$ cat src/rtl/sac_pkg.sv
// ==========================================================
// converter control constants
// ==========================================================
package sac_pkg;

   // register indices; byte address is four times the index
   localparam logic [7:0] SAC_IDX_CTRL_B = 8'h03;
   localparam logic [7:0] SAC_IDX_RES_LO = 8'h04;
   localparam logic [7:0] SAC_IDX_RES_HI = 8'h05;
   localparam logic [7:0] SAC_IDX_CTRL_A = 8'h06;
   localparam logic [7:0] SAC_IDX_CHREF = 8'h07;
   localparam logic [7:0] SAC_IDX_PIN_DIS = 8'h0d;
   localparam logic [7:0] SAC_IDX_PWR = 8'h0e;

   // converter_control_a fields
   localparam int SAC_CA_EN = 7;
   localparam int SAC_CA_SC = 6;
   localparam int SAC_CA_ATE = 5;
   localparam int SAC_CA_IF = 4;
   localparam int SAC_CA_IE = 3;
   localparam int SAC_CA_PS_LSB = 0;
   // converter_control_b fields
   localparam int SAC_CB_LAR = 7;
   localparam int SAC_CB_ME = 6;
   localparam int SAC_CB_TS_LSB = 0;
   // channel_reference_register fields
   localparam int SAC_CR_REF = 6;
   localparam int SAC_CR_MUX_LSB = 0;
   // power_reduction_register field
   localparam int SAC_PWR_BIT = 0;

   // reset values
   localparam logic [7:0] SAC_RST_CTRL_A = 8'h00;
   localparam logic [7:0] SAC_RST_CTRL_B = 8'h00;
   localparam logic [7:0] SAC_RST_CHREF = 8'h00;
   localparam logic [7:0] SAC_RST_PIN_DIS = 8'h00;
   localparam logic SAC_RST_PWR = 1'b0;

   // conversion lengths in converter clock cycles
   localparam logic [4:0] SAC_LEN_NORMAL = 5'd13;
   localparam logic [4:0] SAC_LEN_FIRST = 5'd25;

   // trigger select value that means completion flag as source
   localparam logic [2:0] SAC_TS_FREE_RUN = 3'h0;

   typedef enum logic [1:0] {SAC_ST_IDLE, SAC_ST_WAIT, SAC_ST_CONV} sac_state_type;

endpackage : sac_pkg

$ cat src/rtl/sac_sync.sv
`timescale 1ns/1ps
// ==========================================================
// two-stage synchroniser for a vector of levels
// ==========================================================
module sac_sync #(
   parameter int W = 8
) (
   input wire logic hclk,
   input wire logic hresetn,
   input wire logic [W-1:0] d,
   output logic [W-1:0] q_r
);
   logic [W-1:0] meta_r;

   always_ff @(posedge hclk or negedge hresetn) begin
      if (!hresetn) begin
         meta_r <= '0;
         q_r <= '0;
      end else begin
         meta_r <= d;
         q_r <= meta_r;
      end
   end
endmodule : sac_sync

$ cat src/rtl/sac_prescaler.sv
`timescale 1ns/1ps
// ==========================================================
// converter clock prescaler, one tick per converter clock
// ==========================================================
module sac_prescaler
   import sac_pkg::*;
#(
   parameter int W = 7
) (
   input wire logic hclk,
   input wire logic hresetn,
   input wire logic clear,
   input wire logic [2:0] div_sel,
   output logic tick_r
);
   logic [W-1:0] count_r;

   // division 2,2,4,8,...,128; returns divisor minus one
   function automatic logic [W-1:0] last_count(input logic [2:0] sel);
      logic [W:0] div;
      div = (sel == 3'h0) ? (W+1)'(2) : (W+1)'(1) << sel;
      return W'(div - (W+1)'(1));
   endfunction : last_count

   always_ff @(posedge hclk or negedge hresetn) begin
      if (!hresetn) begin
         count_r <= '0;
         tick_r <= 1'b0;
      end else if (clear) begin
         count_r <= '0;
         tick_r <= 1'b0;
      end else if (count_r >= last_count(div_sel)) begin
         count_r <= '0;
         tick_r <= 1'b1;
      end else begin
         count_r <= count_r + W'(1);
         tick_r <= 1'b0;
      end
   end
endmodule : sac_prescaler

$ cat src/rtl/sac_top.sv
`timescale 1ns/1ps
module sac_top
   import sac_pkg::*;
#(
   parameter int NTRIG = 8,
   parameter int NPIN = 8
) (
   input wire logic hclk,
   input wire logic hresetn,
   input wire logic hsel,
   input wire logic [31:0] haddr,
   input wire logic [1:0] htrans,
   input wire logic hwrite,
   input wire logic [2:0] hsize,
   input wire logic [31:0] hwdata,
   input wire logic hready,
   output logic [31:0] hrdata,
   output logic hreadyout,
   output logic hresp,
   input wire logic [NTRIG-1:0] trig_src,
   input wire logic [NPIN-1:0] pin_in,
   input wire logic [9:0] ana_code,
   output logic ana_enable,
   output logic ana_reference,
   output logic [3:0] ana_channel,
   output logic ana_sample,
   output logic ana_conv_tick,
   output logic comp_neg_mux_sel,
   output logic [2:0] comp_mux_channel,
   output logic [NPIN-1:0] pin_buf_disable,
   output logic [NPIN-1:0] pin_read,
   output logic done_irq
);

   // ==========================================================
   // declarations
   // ==========================================================
   logic [31:0] hrdata_r;
   logic hreadyout_r;
   logic hresp_r;
   logic wr_pend_r;
   logic rd_pend_r;
   logic [7:0] idx_r;
   logic [7:0] ctrl_a_r;
   logic [7:0] ctrl_b_r;
   logic [7:0] chref_r;
   logic [NPIN-1:0] pin_dis_r;
   logic pwr_red_r;
   logic [9:0] result_r;
   logic lock_r;
   logic flag_r;
   logic done_irq_r;
   logic [3:0] chan_act_r;
   logic ref_act_r;
   logic ana_enable_r;
   logic ana_sample_r;
   logic comp_neg_mux_sel_r;
   logic [NPIN-1:0] pin_read_r;
   sac_state_type state_r;
   logic [4:0] cnt_r;
   logic first_r;
   logic len_first_r;
   logic trig_prev_r;
   logic [NTRIG-1:0] trig_s;
   logic [NPIN-1:0] pin_s;
   logic [9:0] code_s;
   logic tick;
   logic accept;
   logic [7:0] wd;
   logic wr_ctrl_a;
   logic conv_on;
   logic sc_wr;
   logic trig_sel;
   logic trig_edge;
   logic trig_go;
   logic [4:0] len;
   logic done;
   logic free_next;
   logic start_now;
   logic presc_clear;
   logic rd_lo;
   logic rd_hi;
   logic [7:0] rd_val;

   // result byte view, high byte when hi is set
   function automatic logic [7:0] res_byte(input logic [9:0] r, input logic left, input logic hi);
      logic [15:0] w;
      w = left ? {r, 6'h00} : {6'h00, r};
      return hi ? w[15:8] : w[7:0];
   endfunction : res_byte

   // ==========================================================
   // input synchronisers
   // ==========================================================
   sac_sync #(.W(NTRIG)) u_trig_sync (
      .hclk(hclk),
      .hresetn(hresetn),
      .d(trig_src),
      .q_r(trig_s)
   );

   sac_sync #(.W(NPIN)) u_pin_sync (
      .hclk(hclk),
      .hresetn(hresetn),
      .d(pin_in),
      .q_r(pin_s)
   );

   // core holds its code stable once a conversion ends
   sac_sync #(.W(10)) u_code_sync (
      .hclk(hclk),
      .hresetn(hresetn),
      .d(ana_code),
      .q_r(code_s)
   );

   // ==========================================================
   // converter clock
   // ==========================================================
   sac_prescaler u_presc (
      .hclk(hclk),
      .hresetn(hresetn),
      .clear(presc_clear),
      .div_sel(ctrl_a_r[SAC_CA_PS_LSB +: 3]),
      .tick_r(tick)
   );

   // ==========================================================
   // control terms
   // ==========================================================
   always_comb begin
      accept = hsel && hready && htrans[1];
      wd = hwdata[7:0];
      wr_ctrl_a = wr_pend_r && (idx_r == SAC_IDX_CTRL_A);
      conv_on = ctrl_a_r[SAC_CA_EN] && !pwr_red_r;
      sc_wr = wr_ctrl_a && wd[SAC_CA_SC];
      trig_sel = trig_s[ctrl_b_r[SAC_CB_TS_LSB +: 3]];
      trig_edge = trig_sel && !trig_prev_r;
      trig_go = conv_on && ctrl_a_r[SAC_CA_ATE]
         && (ctrl_b_r[SAC_CB_TS_LSB +: 3] != SAC_TS_FREE_RUN)
         && trig_edge && (state_r != SAC_ST_CONV);
      len = len_first_r ? SAC_LEN_FIRST : SAC_LEN_NORMAL;
      done = conv_on && (state_r == SAC_ST_CONV) && tick && (cnt_r == len - 5'd1);
      free_next = done && ctrl_a_r[SAC_CA_ATE]
         && (ctrl_b_r[SAC_CB_TS_LSB +: 3] == SAC_TS_FREE_RUN);
      start_now = trig_go || ((state_r == SAC_ST_WAIT) && tick) || free_next;
      presc_clear = !conv_on || trig_go;
      rd_lo = rd_pend_r && (idx_r == SAC_IDX_RES_LO);
      rd_hi = rd_pend_r && (idx_r == SAC_IDX_RES_HI);
   end

   // ==========================================================
   // bus slave
   // ==========================================================
   always_ff @(posedge hclk or negedge hresetn) begin
      if (!hresetn) begin
         wr_pend_r <= 1'b0;
         rd_pend_r <= 1'b0;
         idx_r <= 8'h00;
         hreadyout_r <= 1'b1;
      end else begin
         wr_pend_r <= accept && hwrite;
         rd_pend_r <= accept && !hwrite;
         if (accept) begin
            idx_r <= haddr[9:2];
         end
         // reads take one wait state so a preceding write is seen
         hreadyout_r <= !(accept && !hwrite);
      end
   end

   always_comb begin
      case (idx_r)
         SAC_IDX_CTRL_A: begin
            rd_val = ctrl_a_r;
            rd_val[SAC_CA_SC] = (state_r != SAC_ST_IDLE);
            rd_val[SAC_CA_IF] = flag_r;
         end
         SAC_IDX_CTRL_B: rd_val = ctrl_b_r;
         SAC_IDX_CHREF: rd_val = chref_r;
         SAC_IDX_RES_LO: rd_val = res_byte(result_r, ctrl_b_r[SAC_CB_LAR], 1'b0);
         SAC_IDX_RES_HI: rd_val = res_byte(result_r, ctrl_b_r[SAC_CB_LAR], 1'b1);
         SAC_IDX_PIN_DIS: rd_val = pin_dis_r;
         SAC_IDX_PWR: rd_val = {7'h00, pwr_red_r};
         default: rd_val = 8'h00;
      endcase
   end

   always_ff @(posedge hclk or negedge hresetn) begin
      if (!hresetn) begin
         hrdata_r <= 32'h0000_0000;
         hresp_r <= 1'b0;
      end else begin
         hresp_r <= 1'b0;
         if (rd_pend_r) begin
            hrdata_r <= {24'h00_0000, rd_val};
         end
      end
   end

   // ==========================================================
   // software registers
   // ==========================================================
   always_ff @(posedge hclk or negedge hresetn) begin
      if (!hresetn) begin
         ctrl_a_r <= SAC_RST_CTRL_A;
      end else if (wr_ctrl_a) begin
         // start and flag bits are kept elsewhere
         ctrl_a_r <= wd & ~(8'h01 << SAC_CA_SC) & ~(8'h01 << SAC_CA_IF);
      end
   end

   always_ff @(posedge hclk or negedge hresetn) begin
      if (!hresetn) begin
         ctrl_b_r <= SAC_RST_CTRL_B;
         chref_r <= SAC_RST_CHREF;
         pin_dis_r <= SAC_RST_PIN_DIS[NPIN-1:0];
         pwr_red_r <= SAC_RST_PWR;
      end else if (wr_pend_r) begin
         case (idx_r)
            SAC_IDX_CTRL_B: ctrl_b_r <= wd & 8'hc7;
            SAC_IDX_CHREF: chref_r <= wd & 8'h4f;
            SAC_IDX_PIN_DIS: pin_dis_r <= wd[NPIN-1:0];
            SAC_IDX_PWR: pwr_red_r <= wd[SAC_PWR_BIT];
            default: ;
         endcase
      end
   end

   // ==========================================================
   // conversion sequencer
   // ==========================================================
   always_ff @(posedge hclk or negedge hresetn) begin
      if (!hresetn) begin
         state_r <= SAC_ST_IDLE;
         cnt_r <= 5'd0;
      end else if (!conv_on) begin
         state_r <= SAC_ST_IDLE;
         cnt_r <= 5'd0;
      end else begin
         case (state_r)
            SAC_ST_IDLE: begin
               if (trig_go) begin
                  state_r <= SAC_ST_CONV;
                  cnt_r <= 5'd0;
               end else if (sc_wr) begin
                  state_r <= SAC_ST_WAIT;
               end
            end
            SAC_ST_WAIT: begin
               if (start_now) begin
                  state_r <= SAC_ST_CONV;
                  cnt_r <= 5'd0;
               end
            end
            SAC_ST_CONV: begin
               if (done) begin
                  cnt_r <= 5'd0;
                  state_r <= free_next ? SAC_ST_CONV : SAC_ST_IDLE;
               end else if (tick) begin
                  cnt_r <= cnt_r + 5'd1;
               end
            end
            default: state_r <= SAC_ST_IDLE;
         endcase
      end
   end

   // first conversion after enabling runs long
   always_ff @(posedge hclk or negedge hresetn) begin
      if (!hresetn) begin
         first_r <= 1'b1;
         len_first_r <= 1'b0;
      end else if (!conv_on) begin
         first_r <= 1'b1;
      end else if (start_now) begin
         len_first_r <= first_r;
         first_r <= 1'b0;
      end
   end

   always_ff @(posedge hclk or negedge hresetn) begin
      if (!hresetn) begin
         trig_prev_r <= 1'b0;
      end else begin
         trig_prev_r <= trig_sel;
      end
   end

   // ==========================================================
   // result, lock and completion flag
   // ==========================================================
   always_ff @(posedge hclk or negedge hresetn) begin
      if (!hresetn) begin
         result_r <= 10'h000;
      end else if (done && !lock_r) begin
         result_r <= code_s;
      end
   end

   // high-byte read releases; software reads low first
   always_ff @(posedge hclk or negedge hresetn) begin
      if (!hresetn) begin
         lock_r <= 1'b0;
      end else if (rd_lo) begin
         lock_r <= 1'b1;
      end else if (rd_hi) begin
         lock_r <= 1'b0;
      end
   end

   // set wins over a same-cycle clear
   always_ff @(posedge hclk or negedge hresetn) begin
      if (!hresetn) begin
         flag_r <= 1'b0;
         done_irq_r <= 1'b0;
      end else begin
         if (done) begin
            flag_r <= 1'b1;
         end else if (wr_ctrl_a && wd[SAC_CA_IF]) begin
            flag_r <= 1'b0;
         end
         done_irq_r <= flag_r && ctrl_a_r[SAC_CA_IE];
      end
   end

   // ==========================================================
   // analog core and pin controls
   // ==========================================================
   always_ff @(posedge hclk or negedge hresetn) begin
      if (!hresetn) begin
         chan_act_r <= 4'h0;
         ref_act_r <= 1'b0;
      end else if (conv_on && ((state_r != SAC_ST_CONV) || done)) begin
         chan_act_r <= chref_r[SAC_CR_MUX_LSB +: 4];
         ref_act_r <= chref_r[SAC_CR_REF];
      end
   end

   always_ff @(posedge hclk or negedge hresetn) begin
      if (!hresetn) begin
         ana_enable_r <= 1'b0;
         ana_sample_r <= 1'b0;
         comp_neg_mux_sel_r <= 1'b0;
         pin_read_r <= '0;
      end else begin
         ana_enable_r <= conv_on;
         ana_sample_r <= start_now;
         comp_neg_mux_sel_r <= ctrl_b_r[SAC_CB_ME] && !conv_on;
         pin_read_r <= pin_s & ~pin_dis_r;
      end
   end

   assign hrdata = hrdata_r;
   assign hreadyout = hreadyout_r;
   assign hresp = hresp_r;
   assign ana_enable = ana_enable_r;
   assign ana_reference = ref_act_r;
   assign ana_channel = chan_act_r;
   assign ana_sample = ana_sample_r;
   assign ana_conv_tick = tick;
   assign comp_neg_mux_sel = comp_neg_mux_sel_r;
   assign comp_mux_channel = chref_r[SAC_CR_MUX_LSB +: 3];
   assign pin_buf_disable = pin_dis_r;
   assign pin_read = pin_read_r;
   assign done_irq = done_irq_r;

   // ==========================================================
   // assertions
   // ==========================================================
   AST_PWR_IDLE: assert property (@(posedge hclk) disable iff (!hresetn)
      pwr_red_r |=> (state_r == SAC_ST_IDLE))
      else $error("converter active while power reduced");

   AST_LOCK_HOLD: assert property (@(posedge hclk) disable iff (!hresetn)
      (done && lock_r) |=> $stable(result_r))
      else $error("result changed while locked");

   AST_FLAG_SET: assert property (@(posedge hclk) disable iff (!hresetn)
      done |=> flag_r)
      else $error("done flag not set on completion");

   AST_SINGLE_END: assert property (@(posedge hclk) disable iff (!hresetn)
      (done && !free_next) |=> (state_r == SAC_ST_IDLE) && (rd_val[SAC_CA_SC] == 1'b0 || idx_r != SAC_IDX_CTRL_A))
      else $error("start bit not cleared at completion");

   AST_CHAN_HOLD: assert property (@(posedge hclk) disable iff (!hresetn)
      ((state_r == SAC_ST_CONV) && $past(state_r == SAC_ST_CONV) && !$past(done)) |-> $stable(chan_act_r))
      else $error("channel changed during conversion");

   AST_TRIG_START: assert property (@(posedge hclk) disable iff (!hresetn)
      trig_go |=> (state_r == SAC_ST_CONV) && (cnt_r == 5'd0) && ana_sample_r && !tick)
      else $error("trigger edge did not start conversion");

   AST_EDGE_IGNORED: assert property (@(posedge hclk) disable iff (!hresetn)
      (conv_on && (state_r == SAC_ST_CONV) && (cnt_r != 5'd0) && !done && !tick) |=> (cnt_r == $past(cnt_r)))
      else $error("conversion restarted by trigger");

   AST_LENGTH: assert property (@(posedge hclk) disable iff (!hresetn)
      done |-> (cnt_r == (len_first_r ? 5'd24 : 5'd12)))
      else $error("conversion length wrong");

   AST_FREE_RUN: assert property (@(posedge hclk) disable iff (!hresetn)
      free_next |=> (state_r == SAC_ST_CONV) && (cnt_r == 5'd0))
      else $error("free running did not restart");

   AST_PIN_ZERO: assert property (@(posedge hclk) disable iff (!hresetn)
      1'b1 |=> ((pin_read_r & $past(pin_dis_r)) == '0))
      else $error("disabled pin reads one");

   AST_COMP_MUX: assert property (@(posedge hclk) disable iff (!hresetn)
      conv_on |=> !comp_neg_mux_sel_r)
      else $error("comparator mux selected while converter on");

   AST_PRESC_HELD: assert property (@(posedge hclk) disable iff (!hresetn)
      (!conv_on ##1 !conv_on) |-> !tick)
      else $error("prescaler ran while disabled");

endmodule : sac_top

$ cat config.mk
export PLATFORM = sky130hd
export DESIGN_NAME = sac_top
export DESIGN_NICKNAME = d
export VERILOG_FILES = /design/src/rtl/sac_pkg.sv /design/src/rtl/sac_sync.sv /design/src/rtl/sac_prescaler.sv /design/src/rtl/sac_top.sv
export SDC_FILE = /design/constraint.sdc
export NUM_CORES = 1
export LEC_CHECK = 0
export ABC_AREA = 1
export BUFFER_PORTS_ARGS = -buffer_cell sky130_fd_sc_hd__clkbuf_2
export CAP_MARGIN = 20
export CORE_MARGIN = 8
export CORE_UTILIZATION = 45
export CTS_CLUSTER_DIAMETER = 100
export DETAILED_ROUTE_END_ITERATION = 8
export PLACE_DENSITY = 0.79
export REMOVE_ABC_BUFFERS = 1
export SETUP_SLACK_MARGIN = 0.5
export SLEW_MARGIN = 10
export SYNTH_ARGS = -nofsm -noshare
export SYNTH_HDL_FRONTEND = slang
export SYNTH_SLANG_ARGS = --single-unit
$ cat constraint.sdc
create_clock -name hclk -period 2.33 [get_ports hclk]
set_clock_uncertainty 0.1 [all_clocks]
set_input_delay 0.1165 -clock hclk [delete_from_list [all_inputs] [get_ports hclk]]
set_output_delay 0.1165 -clock hclk [all_outputs]
set_load 0.05 [all_outputs]
==> reports/qor.yml <==
final_layout:
  share_of_post_route_cells_with_drive_strength_above_1_pct: 25.7
  area.growth.synth_to_final_pct: 31.5
  num_antenna_cells: 0
  non_filler_cell_area_final_mm2: 0.00795
  fill_cells: 1044
  nets: 878
worst_setup_path:
  cp.arrival_ns: 2.04
  startpoint: "idx_r[6]"
  worstPathRequired_ns: 2.58
  start_kind: "register"
  worstSetupEndpointType: "register"
  critical_path_peak_fanout: 5
  critical_path.reg2reg.startpoint: "idx_r[6]"
  setup.worst_path.class: "reg -> reg"
  timing.reg2reg.setup_slack_ns: 0.54
yosys:
  synth.area.top_cells: "sky130_fd_sc_hd__dfrtp_1, sky130_fd_sc_hd__nand2_1, sky130_fd_sc_hd__inv_1"
  synth_area_per_cell_um2: 9.99
  synth_top_cells_by_count: "sky130_fd_sc_hd__dfrtp_1, sky130_fd_sc_hd__nand2_1, sky130_fd_sc_hd__inv_1, sky130_fd_sc_hd__nor2_1, sky130_fd_sc_hd__nand3_1"
  synth_area_mm2: 0.00604
  seq_area_frac_synth_pct: 59.3
  synth.most_common_cell: "sky130_fd_sc_hd__dfrtp_1"
  synth.top_cell.area_share_pct: 58.4
  netlist_instances: 605
  synth_top_cell_by_area: "sky130_fd_sc_hd__dfrtp_1"
  synth_warnings: 0
  synth_async_sr_flop_share_pct: 100
  synth.lib_cells_used.distinct: 39
  count_of_flip_flops_with_a_built_in_enable_after_synthesis: 0
  synth_flop_cell: "sky130_fd_sc_hd__dfrtp_1"
  ys_ff_latch: 143
floorplan:
  dieWidth_um: 132
  start_util_pct: 45.8
  pin_count: 163
  die_height_um: 132
  rows: 42
  placeableCoreArea_mm2: 0.0132
  fp.dieArea_mm2: 0.0174
pwr:
  p_leak_nw: 4.13
  power.ir.vdd_worst_uv: 663
  pwr_density_cell_mw_per_mm2: 824
global_route:
  grt_pass1_vias: 4400
  grt_antenna_before_repair: 0
  grt_first_pass_wirelength_um: 21700
  gr-usage-all-layers_pct: 15.5
  grt_start_max_net_pins: 58
  grt_overflow_total: 0
detailed_routing:
  ant_nets: 0
  drt_drc_violations_left: 0
  routed_wirelength_um: 13400
  detail_route.wl_per_cell_um: 14.1
  drt_first_iter_violations: 322
  total_via_count_after_detailed_routing: 4551
  route.detailed.vias_per_inst: 4.77
  dr.pass1.iters: 5
timing:
  max-slew-margin-rel_pct: 64.5
  timing.final.crit_share_pct: 76.7
  finalCriticalPeriod_ns: 1.79
  fin_setup_tns_ns: 0
  clock.fmax_mhz: 560
  grt_setup_unrepaired: "yes"
  finalSetupViolations: 0
  timing_hold_violations_final: 0
  finalMaxSlewViolations: 0
  worst-slew-pin-transition_ns: 0.531
clock_tree:
  cts_htree_levels: 4
  cts_made_buffers: 17
  clock_insertion_delay_worst_skew_ns: 0.42
  ctsLongestPathBuffers: 2
  clock_sinks: 143
  clockRootBuffer: "sky130_fd_sc_hd__clkbuf_16"
  clk_pin_slew_worst_paths_ns: 0.06
  cts_tree: "built"
run:
  cap_viol_max_count: 0
placed_design:
  globalplace.congestion: 0.828
  detailed_place.area_mm2: 0.00658
  placement.io_buffers: 85
  place.detailed.hpwl_um: 9150
run_status:
  status: "finished clean"
worst_hold_path:
  worstHoldPathType: "in -> async"
[critical path, cell delays in order, from the launching register on]
cell and delay, ns:
sky130_fd_sc_hd__dfrtp_1 0.42, sky130_fd_sc_hd__nor2_4 0.15, sky130_fd_sc_hd__nand2_4 0.12, sky130_fd_sc_hd__inv_4 0.09, sky130_fd_sc_hd__nand3_1 0.13, sky130_fd_sc_hd__nor2_4 0.13
sky130_fd_sc_hd__dlymetal6s2s_1 0.18, sky130_fd_sc_hd__nand3_1 0.10, sky130_fd_sc_hd__nand2_1 0.08, sky130_fd_sc_hd__nor2_1 0.04, sky130_fd_sc_hd__nand2_1 0.06, sky130_fd_sc_hd__nand2_1 0.05
sky130_fd_sc_hd__nand2_1 0.06
[sequential cells by signal (all words and copies together), names as in the netlist, 7 cells and up]
signal              flops
pin_read                8
u_pin_sync.meta_r       8
hrdata                  8
u_presc.count_r         7
idx_r                   8
u_code_sync.meta_r     10
u_pin_sync.q_r          8
result_r               10
u_trig_sync.q_r         8
u_code_sync.q_r        10
u_trig_sync.meta_r      8
pin_buf_disable         8
[path summary, 6_finish.rpt]
| path | endpoint | cells after the start |
|---|---|---|
| worst max-delay path | hrdata[2] | 12 |
| worst min-delay path | result_r[5] | 2 |
| worst max register to register | hrdata[2] | 12 |
| worst min register to register | u_code_sync.q_r[7] | 0 |
| max in group asynchronous | first_r | 3 |
| min in group hclk | wr_pend_r | 3 |
[what timing repair did]
item                                    4_1_cts  5_1_grt
resized for setup                             8       30
endpoints found under the hold margin       172        0
pin swaps                                     1       11
hold buffers                                 44        0
setup buffers                                 6       13
endpoints found under the setup margin       25       49
[where the power goes]
| group | switching [W] | internal, W | leakage [nW] |
|---|---|---|---|
| Combinational | 0.000615 | 0.000289 | 2.15 |
| Sequential | 0.000115 | 0.00263 | 1.68 |
| Clock | 0.000990 | 0.00190 | 0.303 |
| Total | 0.00172 | 0.00483 | 4.13 |
[metrics by stage]
stage | power (W) | utilization (%) | hold WS (ns) | setup WS [ns] | cells
floorplan | 0.00329 | - | -0.279 | 0.383 | 592
global placement | 0.00352 | 49.8 | -0.0190 | 0.386 | 859
detailed placement | 0.00354 | 49.8 | -0.0222 | 0.359 | 859
CTS | 0.00652 | 58.5 | 0.102 | 0.490 | 941
global route | 0.00680 | 60.2 | 0.161 | 0.442 | 954
finish | 0.00655 | 60.2 | 0.109 | 0.543 | 954
[cell usage in the layout, fill, tap and decap left out, types with 22 or more instances in the layout]
| cell | n |
|---|---|
| sky130_fd_sc_hd__dfrtp_1 | 138 |
| sky130_fd_sc_hd__nand2_1 | 134 |
| sky130_fd_sc_hd__clkbuf_2 | 84 |
| sky130_fd_sc_hd__inv_1 | 60 |
| sky130_fd_sc_hd__nor2_1 | 55 |
| sky130_fd_sc_hd__dlygate4sd3_1 | 44 |
| sky130_fd_sc_hd__nand3_1 | 38 |
| sky130_fd_sc_hd__o21ai_0 | 25 |
| sky130_fd_sc_hd__conb_1 | 25 |
| sky130_fd_sc_hd__buf_4 | 22 |
[area by class of cell]
type,instances,area [µm²],area share (%)
clock buffers,22,444,5.59
inverters,64,243,3.06
repair buffers,154,1080,13.6
well taps,176,220,2.77
flip-flops and latches,143,3580,45.1
clock inverters,10,189,2.38
multi-input cells,385,2180,27.5
[per-layer routing]
metal | global-route usage [%] | vias to the layer above | share of wire (%)
li1 | - | 2197 | -
met1 | 19.4 | 2183 | 44
met2 | 23.9 | 159 | 48
met3 | 5.45 | 12 | 6.5
met4 | 6.38 | 0 | 1.5
met5 | 0 | - | 0
[cells by family after synthesis]
logic type	synth area share, %
compound gates	5.05
fa+ha+maj	2.69
other cells	0.0621
xor+xnor	1.16
flops	59.3
buf+inv	8.41
simple gates	20.1
mux	3.23
(Power assumes the default switching activity.)
